<file path="src/hw/bridge_ctl_pkg.sv">
// Constants for the subsystem alias and general control register bank.
// Assumes a single 200 MHz clock and byte-offset configuration addressing.
package bridge_ctl_pkg;
   localparam logic [7:0]  OFF_SUBSYS_VENDOR = 8'h44;
   localparam logic [7:0]  OFF_SUBSYS_PRODUCT = 8'h46;
   localparam logic [7:0]  OFF_ALIAS         = 8'hD0;
   localparam logic [7:0]  OFF_GEN_CTRL      = 8'hD4;
   localparam logic [31:0] ALIAS_RESET       = 32'h0000_0000;
   localparam logic [31:0] GEN_CTRL_RESET    = 32'h8600_025F;
   localparam logic [31:0] GEN_CTRL_WMASK    = 32'hFE80_0000;
   localparam int          POS_RETRY         = 30;
   localparam int          POS_LINK_PM       = 28;
   localparam int          POS_LOW_POWER     = 27;
   localparam int          POS_PM_REV        = 26;
   localparam int          POS_CLKPM         = 23;
   localparam logic [2:0]  PM_REV_OLD        = 3'h2;
   localparam logic [2:0]  PM_REV_NEW        = 3'h3;
   localparam int          CLK_MHZ           = 200;
   localparam int          RETRY_US_0        = 25;
   localparam int          RETRY_US_1        = 1000;
   localparam int          RETRY_US_2        = 25000;
   localparam int          RETRY_US_3        = 50000;
   localparam logic [23:0] RETRY_CYC_0       = 24'(RETRY_US_0 * CLK_MHZ);
   localparam logic [23:0] RETRY_CYC_1       = 24'(RETRY_US_1 * CLK_MHZ);
   localparam logic [23:0] RETRY_CYC_2       = 24'(RETRY_US_2 * CLK_MHZ);
   localparam logic [23:0] RETRY_CYC_3       = 24'(RETRY_US_3 * CLK_MHZ);
endpackage

</file>
<file path="src/hw/bridge_general_ctl.sv">
// Subsystem identifier alias and upper general control register bank.
// Assumes configuration accesses arrive as one-cycle strobes on i_clock;
// link reset and global reset pin are asynchronous levels, synchronised here.
// What this block does
// - Writing the alias upper half-word updates the product identifier seen at 46h.
// - Writing the alias lower half-word updates the maker identifier seen at 44h.
// - Retry window select picks 25 us, 1 ms, 25 ms or 50 ms of secondary retries.
// - Link power default select gives the power-up value of link control bits 1:0.
// - Transmitter low-power bit selects half amplitude without pre-emphasis.
// - Revision select reports version 010b/no-soft-reset 0 or 011b/1.
// - Bit 24 is read-only and reads zero.
// - Clock power default bit yields 00b or 11b for link control clock enable.
// - Writable fields return to defaults on link, global or power-on reset.
`timescale 1ns/1ps
`default_nettype none
module bridge_general_ctl (
   // Clock and resets
   input  wire logic        i_clock,
   input  wire logic        i_resetn,
   input  wire logic        i_link_resetn,
   input  wire logic        i_global_reset_pin_n,
   // Configuration access
   input  wire logic        i_cfg_wr,
   input  wire logic        i_cfg_rd,
   input  wire logic [7:0]  i_cfg_addr,
   input  wire logic [3:0]  i_cfg_be,
   input  wire logic [31:0] i_cfg_wdata,
   output logic      [31:0] o_cfg_rdata,
   output logic             o_cfg_hit,
   // Configuration retry timing
   input  wire logic        i_retry_start,
   output logic             o_retry_expired,
   // Derived controls
   output logic      [1:0]  o_link_pm_default,
   output logic      [1:0]  o_clock_pm_enable_field,
   output logic             o_tx_low_power,
   output logic      [2:0]  o_pm_revision_field,
   output logic             o_no_soft_reset
);
   logic [1:0]  lrst_sync_r;
   logic [1:0]  global_reset_pin_sync_r;
   logic        cfg_reset;
   logic [31:0] ident;
   logic [31:0] gen_r;
   logic [31:0] gen_nxt;
   logic [31:0] gen_read;
   logic [31:0] rdata_r;
   logic [23:0] retry_cnt_r;
   logic        retry_busy_r;
   logic        expired_r;
   logic [23:0] retry_limit;
   logic        hit_alias;
   logic        hit_gen;
   logic        hit_vendor;
   logic        hit_product;
   logic [31:0] wmask;

   function automatic logic [31:0] lane_mask(input logic [3:0] be);
      lane_mask = {{8{be[3]}}, {8{be[2]}}, {8{be[1]}}, {8{be[0]}}};
   endfunction

   // Pins pass two flops before use
   always_ff @(posedge i_clock or negedge i_resetn) begin
      if (!i_resetn) begin
         lrst_sync_r <= 2'b00;
         global_reset_pin_sync_r <= 2'b00;
      end else begin
         lrst_sync_r <= {lrst_sync_r[0], i_link_resetn};
         global_reset_pin_sync_r <= {global_reset_pin_sync_r[0], i_global_reset_pin_n};
      end
   end
   assign cfg_reset = !lrst_sync_r[1] || !global_reset_pin_sync_r[1];

   assign hit_alias   = (i_cfg_addr == bridge_ctl_pkg::OFF_ALIAS);
   assign hit_gen     = (i_cfg_addr == bridge_ctl_pkg::OFF_GEN_CTRL);
   assign hit_vendor  = (i_cfg_addr == bridge_ctl_pkg::OFF_SUBSYS_VENDOR);
   assign hit_product = (i_cfg_addr == bridge_ctl_pkg::OFF_SUBSYS_PRODUCT);

   // Only the alias writes the identifiers; 44h/46h stay read-only views
   ident_store u_ident (
      .i_clock     (i_clock),
      .i_resetn    (i_resetn),
      .i_cfg_reset (cfg_reset),
      .i_wr        (i_cfg_wr && hit_alias),
      .i_be        (i_cfg_be),
      .i_wdata     (i_cfg_wdata),
      .o_value     (ident)
   );

   // Bits 22:0 belong elsewhere; they hold reset values here
   assign wmask   = lane_mask(i_cfg_be) & bridge_ctl_pkg::GEN_CTRL_WMASK;
   assign gen_nxt = (i_cfg_wr && hit_gen) ? ((gen_r & ~wmask) | (i_cfg_wdata & wmask)) : gen_r;
   always_ff @(posedge i_clock or negedge i_resetn) begin
      if (!i_resetn) begin
         gen_r <= bridge_ctl_pkg::GEN_CTRL_RESET;
      end else if (cfg_reset) begin
         gen_r <= bridge_ctl_pkg::GEN_CTRL_RESET;
      end else begin
         gen_r <= gen_nxt;
      end
   end
   assign gen_read = {gen_r[31:25], 1'b0, gen_r[23:0]};

   // Views at 44h (whole word) and 46h (upper half-word, zero-extended) read the same storage as the alias
   always_ff @(posedge i_clock or negedge i_resetn) begin
      if (!i_resetn) begin
         rdata_r <= 32'h0000_0000;
      end else if (i_cfg_rd) begin
         rdata_r <= hit_alias   ? ident :
                    hit_gen     ? gen_read :
                    hit_vendor  ? {ident[31:16], ident[15:0]} :
                    hit_product ? {16'h0000, ident[31:16]} : 32'h0000_0000;
      end
   end
   assign o_cfg_rdata = rdata_r;
   assign o_cfg_hit   = hit_alias || hit_gen || hit_vendor || hit_product;

   // Retry window
   localparam int POS_RETRY_LO = bridge_ctl_pkg::POS_RETRY;
   localparam int POS_RETRY_HI = bridge_ctl_pkg::POS_RETRY + 1;
   assign retry_limit = (gen_r[POS_RETRY_HI:POS_RETRY_LO] == 2'b00) ? bridge_ctl_pkg::RETRY_CYC_0 :
                        (gen_r[POS_RETRY_HI:POS_RETRY_LO] == 2'b01) ? bridge_ctl_pkg::RETRY_CYC_1 :
                        (gen_r[POS_RETRY_HI:POS_RETRY_LO] == 2'b10) ? bridge_ctl_pkg::RETRY_CYC_2 :
                        bridge_ctl_pkg::RETRY_CYC_3;
   always_ff @(posedge i_clock or negedge i_resetn) begin
      if (!i_resetn) begin
         retry_cnt_r  <= 24'h00_0000;
         retry_busy_r <= 1'b0;
         expired_r    <= 1'b0;
      end else begin
         expired_r <= 1'b0;
         if (i_retry_start) begin
            retry_cnt_r  <= 24'h00_0001;
            retry_busy_r <= 1'b1;
         end else if (retry_busy_r) begin
            if (retry_cnt_r >= retry_limit) begin
               retry_busy_r <= 1'b0;
               expired_r    <= 1'b1;
            end else begin
               retry_cnt_r <= retry_cnt_r + 24'h00_0001;
            end
         end
      end
   end
   assign o_retry_expired = expired_r;

   // Derived outputs straight from register flops
   assign o_link_pm_default       = gen_r[bridge_ctl_pkg::POS_LINK_PM +: 2];
   assign o_clock_pm_enable_field = {2{gen_r[bridge_ctl_pkg::POS_CLKPM]}};
   assign o_tx_low_power          = gen_r[bridge_ctl_pkg::POS_LOW_POWER];
   assign o_pm_revision_field     = gen_r[bridge_ctl_pkg::POS_PM_REV] ? bridge_ctl_pkg::PM_REV_NEW
                                                                      : bridge_ctl_pkg::PM_REV_OLD;
   assign o_no_soft_reset         = gen_r[bridge_ctl_pkg::POS_PM_REV];

   property p_ident_write;
      @(posedge i_clock) disable iff (!i_resetn)
      (i_cfg_wr && hit_alias && i_cfg_be == 4'hF && !cfg_reset) |=> (ident == $past(i_cfg_wdata));
   endproperty
   a_ident_write: assert property (p_ident_write) else $error("alias write lost");

   property p_product_view;
      @(posedge i_clock) disable iff (!i_resetn)
      (i_cfg_rd && hit_product) |=> (o_cfg_rdata[15:0] == $past(ident[31:16]));
   endproperty
   a_product_view: assert property (p_product_view) else $error("product view mismatch");

   property p_vendor_view;
      @(posedge i_clock) disable iff (!i_resetn)
      (i_cfg_rd && hit_vendor) |=> (o_cfg_rdata[15:0] == $past(ident[15:0]));
   endproperty
   a_vendor_view: assert property (p_vendor_view) else $error("vendor view mismatch");

   property p_bit24_zero;
      @(posedge i_clock) disable iff (!i_resetn)
      (i_cfg_rd && hit_gen) |=> (o_cfg_rdata[24] == 1'b0);
   endproperty
   a_bit24_zero: assert property (p_bit24_zero) else $error("bit 24 not zero");

   property p_cfg_reset_default;
      @(posedge i_clock) disable iff (!i_resetn)
      cfg_reset |=> (gen_r == bridge_ctl_pkg::GEN_CTRL_RESET && ident == bridge_ctl_pkg::ALIAS_RESET);
   endproperty
   a_cfg_reset_default: assert property (p_cfg_reset_default) else $error("defaults not restored");

   // Checked against the written bit, so a swapped mux or a stuck flag fires
   property p_pm_rev;
      @(posedge i_clock) disable iff (!i_resetn)
      (i_cfg_wr && hit_gen && i_cfg_be[3] && !cfg_reset) |=>
      (o_no_soft_reset == $past(i_cfg_wdata[26])) &&
      (o_pm_revision_field == ($past(i_cfg_wdata[26]) ? bridge_ctl_pkg::PM_REV_NEW : bridge_ctl_pkg::PM_REV_OLD));
   endproperty
   a_pm_rev: assert property (p_pm_rev) else $error("pm revision mismatch");

   property p_clkpm;
      @(posedge i_clock) disable iff (!i_resetn)
      (i_cfg_wr && hit_gen && i_cfg_be[2] && !cfg_reset) |=>
      (o_clock_pm_enable_field == {2{$past(i_cfg_wdata[23])}});
   endproperty
   a_clkpm: assert property (p_clkpm) else $error("clock pm field not taken");

   property p_retry_short;
      @(posedge i_clock) disable iff (!i_resetn)
      (i_retry_start && gen_r[POS_RETRY_HI:POS_RETRY_LO] == 2'b00 && !cfg_reset) ##1 (!i_retry_start)[*8]
      |-> !o_retry_expired;
   endproperty
   a_retry_short: assert property (p_retry_short) else $error("retry ended early");

   property p_low_power;
      @(posedge i_clock) disable iff (!i_resetn)
      (i_cfg_wr && hit_gen && i_cfg_be[3] && !cfg_reset) |=> (o_tx_low_power == $past(i_cfg_wdata[27]));
   endproperty
   a_low_power: assert property (p_low_power) else $error("low power bit not taken");
endmodule
`default_nettype wire

</file>
<file path="src/hw/ident_store.sv">
// Shared storage for the two board identifier half-words.
// Assumes byte-enabled writes from the configuration decoder on the same clock.
`timescale 1ns/1ps
`default_nettype none
module ident_store (
   // Clock and reset
   input  wire logic        i_clock,
   input  wire logic        i_resetn,
   input  wire logic        i_cfg_reset,
   // Write side
   input  wire logic        i_wr,
   input  wire logic [3:0]  i_be,
   input  wire logic [31:0] i_wdata,
   // Stored value
   output logic      [31:0] o_value
);
   logic [31:0] value_r;
   logic [31:0] value_nxt;
   genvar g;
   generate
      for (g = 0; g < 4; g++) begin : g_lane
         assign value_nxt[g*8 +: 8] = (i_wr && i_be[g]) ? i_wdata[g*8 +: 8] : value_r[g*8 +: 8];
      end
   endgenerate
   always_ff @(posedge i_clock or negedge i_resetn) begin
      if (!i_resetn) begin
         value_r <= bridge_ctl_pkg::ALIAS_RESET;
      end else if (i_cfg_reset) begin
         value_r <= bridge_ctl_pkg::ALIAS_RESET;
      end else begin
         value_r <= value_nxt;
      end
   end
   assign o_value = value_r;
endmodule
`default_nettype wire

</file>
<file path="config.mk">
export PLATFORM = sky130hd
export DESIGN_NAME = bridge_general_ctl
export DESIGN_NICKNAME = d
export VERILOG_FILES = /design/src/hw/bridge_ctl_pkg.sv /design/src/hw/bridge_general_ctl.sv /design/src/hw/ident_store.sv
export SDC_FILE = /design/constraint.sdc
export NUM_CORES = 1
export LEC_CHECK = 0
export BUFFER_PORTS_ARGS = -buffer_cell sky130_fd_sc_hd__buf_2
export CORE_AREA = 2 2 87 172
export CTS_CLUSTER_DIAMETER = 50
export CTS_CLUSTER_SIZE = 28
export DETAILED_ROUTE_END_ITERATION = 12
export DIE_AREA = 0 0 89 174
export MAX_ROUTING_LAYER = met4
export SYNTH_ARGS = -nofsm -noshare
export SYNTH_HDL_FRONTEND = slang
export SYNTH_SLANG_ARGS = --single-unit
</file>
<file path="constraint.sdc">
create_clock -name i_clock -period 7.55 [get_ports i_clock]
set_clock_uncertainty 0.2 [all_clocks]
set_input_delay 1.8875 -clock i_clock [delete_from_list [all_inputs] [get_ports i_clock]]
set_output_delay 1.8875 -clock i_clock [all_outputs]
set_load 0.02 [all_outputs]
</file>
* Word level (Yosys, flattened, before mapping)
Index checks and enable logic that the tools add are counted.
Storage, ports and cells: logic and storage cells 68, register bits 126
Operators by class: bitwise gates (word level) 4, mux-type cells 24, magnitude comparators 1, equality and inequality tests 7, reductions and logical operators 20, $add $sub $neg 1
Operators by type and width (number):
- 32-bit 2-to-1 mux | 6
- 24-bit 2-to-1 mux | 6
- 32-bit AND | 2
- 8-bit 2-to-1 mux | 4
- 32-bit inverter | 1
- 32-bit OR | 1
- 24-bit by 1-bit adder with 24-bit output, second input constant | 1
- 24-bit >= comparator | 1
- 8-bit by 7-bit == test with 1-bit output, second input constant | 2
- 8-bit == test, second input constant | 2
- 16-bit 2-to-1 mux | 1
- 2-bit nonzero test | 6
- 1-bit 2-to-1 mux | 7
- 1-bit logical AND | 6
- 1-bit logical OR | 4
- 2-bit by 1-bit == test with 1-bit output, second input constant | 1
- 2-bit == test, second input constant | 1
- 1-bit zero test | 2
- 2-bit zero test | 1
- 2-bit inequality test, second input constant | 1
- 2-bit AND reduction | 1

* Depth between registers and ports, before layout
depth in word-level cells 8, depth in mapped cells 12, depth with buffers taken out 10

* Modules after synthesis
From an unflattened synthesis, not the netlist that was laid out.
Second synthesis, totals: cell total of the unflattened synthesis 547, area, all modules 5485.3 µm²
Modules (own cells, without submodules):
- bridge_general_ctl | times used 1, sequential area each 1781.7 µm², area each 3858.7 µm², cells each 401
- ident_store | times used 1, sequential area each 800.8 µm², area each 1626.6 µm², cells each 146

* Worst setup path before layout
Ideal clock, no wire load.
path type input-to-output, start in i_cfg_addr[5], end out o_cfg_hit, required time 5.463 ns, arrival time 3.166 ns, cell stages on the path 5, slack 2.296 ns, cell sequence nor4b_1 -> and4b_1 -> and2_1 -> clkbuf_1 -> or3_1
Between the ends: cells in the longest elaborated chain, start to end 4, elaborated cells on any way between the ends 7, those cells by class eq/ne (4); reduce/logical (3)
RTL lines:
- start: declaration | line bridge_general_ctl.sv:25 | input wire logic [7:0] i_cfg_addr,
- 8-bit == test (on tied branches) | line bridge_general_ctl.sv:74, bridge_general_ctl.sv:75
- 1-bit logical OR (2 in series) | line bridge_general_ctl.sv:116 | assign o_cfg_hit = hit_alias || hit_gen || hit_vendor || hit_product;
- 1-bit logical OR * | line bridge_general_ctl.sv:116
- end: declaration | line bridge_general_ctl.sv:29 | output logic o_cfg_hit,
Mark *: on every way between the ends. The rest lies on a longest branch, timed or not.

* Worst setup path in the final report
Ends and elaborated chain as after synthesis.

==> implementation parameters <==
Parameter                              Value

Clocking
  Clock Latency Late Sink ... 0.35 ns
  Root Buffer Master ... sky130_fd_sc_hd__clkbuf_16
  Hold-fix buffer count after cts ... 0
  Clock-pin slew reported for the worst setup and hold paths after clock tree synthesis ... 0.07 ns
  Clk buf depth ... 2
  Post_cts resized ... 0
  Number of clock buffers inserted by TritonCTS ... 9
  TritonCTS clock tree ... done
  Post-CTS Repair Setup Buffers ... 0
  Number of H-tree levels ... 3
  Number of clock sinks ... 103

Outcome
  Outcome ... complete, no violations

Route
  Average routed wire per standard cell ... 16.3 microns
  Ratio of routed vias to standard cells ... 5.25
  DRC Markers ... 0
  Total detailed-routing wirelength ... 12.9 mm
  Number of detailed-routing iterations run before antenna repair ... 4
  Detailed Route Iter0 Violations ... 180
  Overall via count from detail_route ... 4158
  Antenna viol nets, final ... 0

Synth
  Number of synthesis warnings ... 0
  Synth async-reset ratio ... 1.00
  Cell area after technology mapping ... 0.00516 sq mm
  Commonest cells in the synthesized netlist ... 99 x sky130_fd_sc_hd__dfrtp_1, 70 x sky130_fd_sc_hd__nor2_1, 48 x sky130_fd_sc_hd__a21oi_1
  Post-Synthesis Net Count ... 594
  Leading cell type by number of instances after synthesis ... sky130_fd_sc_hd__dfrtp_1
  Share of Yosys cell area claimed by the top area cell type ... 0.480
  Synthesized instance count ... 520
  Cell type with the largest total area after synthesis ... sky130_fd_sc_hd__dfrtp_1
  Count of distinct cell types in the synthesized netlist ... 48
  Mean instance size in the synthesized netlist ... 9.92 sq um
  Leading register cell type out of synthesis ... sky130_fd_sc_hd__dfrtp_1
  Area contributors post-synth ... sky130_fd_sc_hd__dfrtp_1 48%, sky130_fd_sc_hd__mux2i_1 6.8%, sky130_fd_sc_hd__ha_1 5.6%
  Number of enable flip-flop cells after synthesis ... 0
  Sequential share of the synthesized area ... 0.501
  Post-synthesis sequential element count ... 103

Power and ir drop
  Net switching fraction of the power ... 0.258
  Pwr dens ... 184 mW/mm^2
  Power share of the sequential group ... 0.515
  Internal cell power ... 0.822 mW
  Leakage power ... 2.92 nW
  Part of the total power dissipated in combinational logic ... 0.070
  Worst IR Drop VDD ... 0.112 mV
  Clock network fraction of design power ... 0.415
  Total power ... 1.11 mW
  Power dissipated by switching net loads ... 0.286 mW

Die
  Num ports ... 94
  DIE AREA ... 0.0155 sq mm
  Starting density of the core ... 0.361
  Horizontal extent of the die ... 89 microns
  Area of the placeable core ... 0.0143 sq mm
  # rows ... 62
  Chip height ... 174 microns

Global routing
  Antenna violations before repair ... 0
  Sum of overflow across all layers after global routing ... 0
  Total GRT Usage ... 0.182
  Via count of the first global-routing pass ... 4385
  Wire length of the first global-routing pass ... 21.3 mm
  Maximum number of pins on one net before global-route repair ... 80

Finish
  Syn-to-layout area delta ... 16.9%
  Layout Nets ... 669
  Ratio of cells with drive above 1 in the final layout ... 0.217
  Diodes inserted ... 0
  Non-filler cells, final ... 792

STA
  Worst slew margin ... 0.327
  Pin slew with the least headroom to its limit ... 1.01 ns
  Setup TNS ... 0 ns
  Slew Viols, Final ... 0
  Top achievable clock speed ... 0.183 GHz
  RSZ-0062 raised after global routing ... no
  Final cycle utilization of the critical path ... 0.723
  Final setup slack of the worst path ... 2.09 ns
  Total setup violations reported at the end of the flow ... 0
  Final Hold Viols ... 0
  Clock period minus worst slack ... 5.46 ns

Critical path
  Worst reg2reg path startpoint ... gen_r[31]
  Kind of start point of the critical path ... input pin
  Setup slack of the worst register-to-register path ... 3.71 ns
  Critical path start-end classification ... input pin to primary output
  Worst R2R Path Depth ... 10
  WP data required ... 5.46 ns
  Highest net fanout along the worst path ... 33
  Capture point of the worst reg-to-reg path ... retry_cnt_r[15]
  Arrival @ worst endpoint ... 3.37 ns
  Kind of end point of the critical path ... primary output

Placed design
  Placed cell count ... 776
  Pre-CTS setup slack ... 2.11 ns
  I/O Buffers ... 91
  Detailed placer's ending HPWL ... 9.52 mm
  Final weighted congestion in routability-driven placement ... 0.855

Hold path
  Cells on Worst Hold Path ... 0
  Startpoint of the worst hold path ... global_reset_pin_sync_r[0]
  Hold Path Class ... register to register
  Hold Path End ... global_reset_pin_sync_r[1]

Run
  Number of max-cap violations ... 0
-- state kept, by name (all words and copies together), names as in the netlist --
signal	cells
gen_r	9
u_ident.o_value	32
lrst_sync_r	2
o_retry_expired	1
o_cfg_rdata	32
retry_cnt_r	24
global_reset_pin_sync_r	2
retry_busy_r	1
-- how the worst max path moves through the flow --
stage             startpoint         to  slack [ns]  depth (start not counted)
2_1_floorplan  i_cfg_addr[5]  o_cfg_hit        2.30                          5
3_3_place_gp   i_cfg_addr[5]  o_cfg_hit        2.16                          6
3_5_place_dp   i_cfg_addr[5]  o_cfg_hit        2.11                          6
4_1_cts        i_cfg_addr[5]  o_cfg_hit        2.10                          6
5_1_grt        i_cfg_addr[5]  o_cfg_hit        1.96                          6
6_report       i_cfg_addr[5]  o_cfg_hit        2.09                          6
-- power groups by stage --
| stage | Combinational (mW) | Clock [mW] | Sequential [mW] |
|---|---|---|---|
| final | 0.0774 | 0.460 | 0.570 |
| after global routing | 0.0867 | 0.492 | 0.572 |
| after floorplan | 0.0275 | 0 | 0.590 |
| after global placement | 0.0776 | 0 | 0.581 |
| after detailed placement | 0.0792 | 0 | 0.581 |
| after CTS | 0.0793 | 0.470 | 0.571 |
-- layout make-up --
type	instances	area, sq um
Clock buffer	10	229
Inverter	28	105
Timing Repair Buffer	96	495
Fill cell	1458	8250
Sequential cell	103	2580
Multi-Input combinational cell	357	2310
Tap cell	192	240
Clock inverter	6	62.6
-- critical path, cell delays in order --
cell and delay (ns):
sky130_fd_sc_hd__buf_2 0.09, sky130_fd_sc_hd__nor4b_1 0.42, sky130_fd_sc_hd__nor3b_2 0.24, sky130_fd_sc_hd__buf_4 0.37, sky130_fd_sc_hd__or3_1 0.18, sky130_fd_sc_hd__buf_2 0.16
-- per-stage QoR --
| step | instance area [sq um] | util | hold WS, ns |
|---|---|---|---|
| 5_1_grt | 6030 | 0.422 | 0.178 |
| 3_3_place_gp | 5740 | 0.402 | 0.135 |
| 3_5_place_dp | 5740 | 0.402 | 0.136 |
| 4_1_cts | 6030 | 0.422 | 0.153 |
| 6_report | 6030 | 0.422 | 0.150 |
| 2_1_floorplan | 5160 | - | 0.131 |
-- cells by family after synthesis --
family | count (synthesis) | synth area share
and+or+nand+nor | 178 | 0.177
buffers and inverters | 60 | 0.0517
other | 2 | 0.00146
DFF | 103 | 0.501
AOI/OAI and AO/OA | 112 | 0.132
adders and majority gates | 23 | 0.0558
muxes | 38 | 0.0745
xor gates and xnor gates | 4 | 0.00679
-- layout by cell type, fill, tap and decap left out, types with 3 or more instances in the layout --
cell	netlist	routed
sky130_fd_sc_hd__a22oi_1	24	24
sky130_fd_sc_hd__buf_2	0	90
sky130_fd_sc_hd__inv_1	28	28
sky130_fd_sc_hd__nand3_1	16	16
sky130_fd_sc_hd__nor2b_1	6	6
sky130_fd_sc_hd__clkbuf_16	0	9
sky130_fd_sc_hd__buf_4	9	6
sky130_fd_sc_hd__nand3_2	4	4
sky130_fd_sc_hd__dfstp_2	4	4
sky130_fd_sc_hd__a21oi_1	48	48
sky130_fd_sc_hd__nor2_1	70	70
sky130_fd_sc_hd__dfrtp_1	99	99
sky130_fd_sc_hd__inv_6	0	3
sky130_fd_sc_hd__o21ai_0	20	20
sky130_fd_sc_hd__mux2i_1	35	35
sky130_fd_sc_hd__mux2_2	3	3
sky130_fd_sc_hd__xnor2_1	3	3
sky130_fd_sc_hd__o31ai_1	8	8
sky130_fd_sc_hd__or4_1	9	9
sky130_fd_sc_hd__ha_1	23	23
sky130_fd_sc_hd__nand2b_1	4	4
sky130_fd_sc_hd__and3_1	4	4
sky130_fd_sc_hd__or3_1	9	9
sky130_fd_sc_hd__nand4_1	13	13
sky130_fd_sc_hd__nand2_1	26	26
-- layer usage --
metal	share of wire	GRT usage
met5	0	-
met4	0.041	0.0927
met2	0.55	0.312
met3	0.033	0.0309
met1	0.38	0.195
Note: power is estimated with default switching activity, not from simulation.
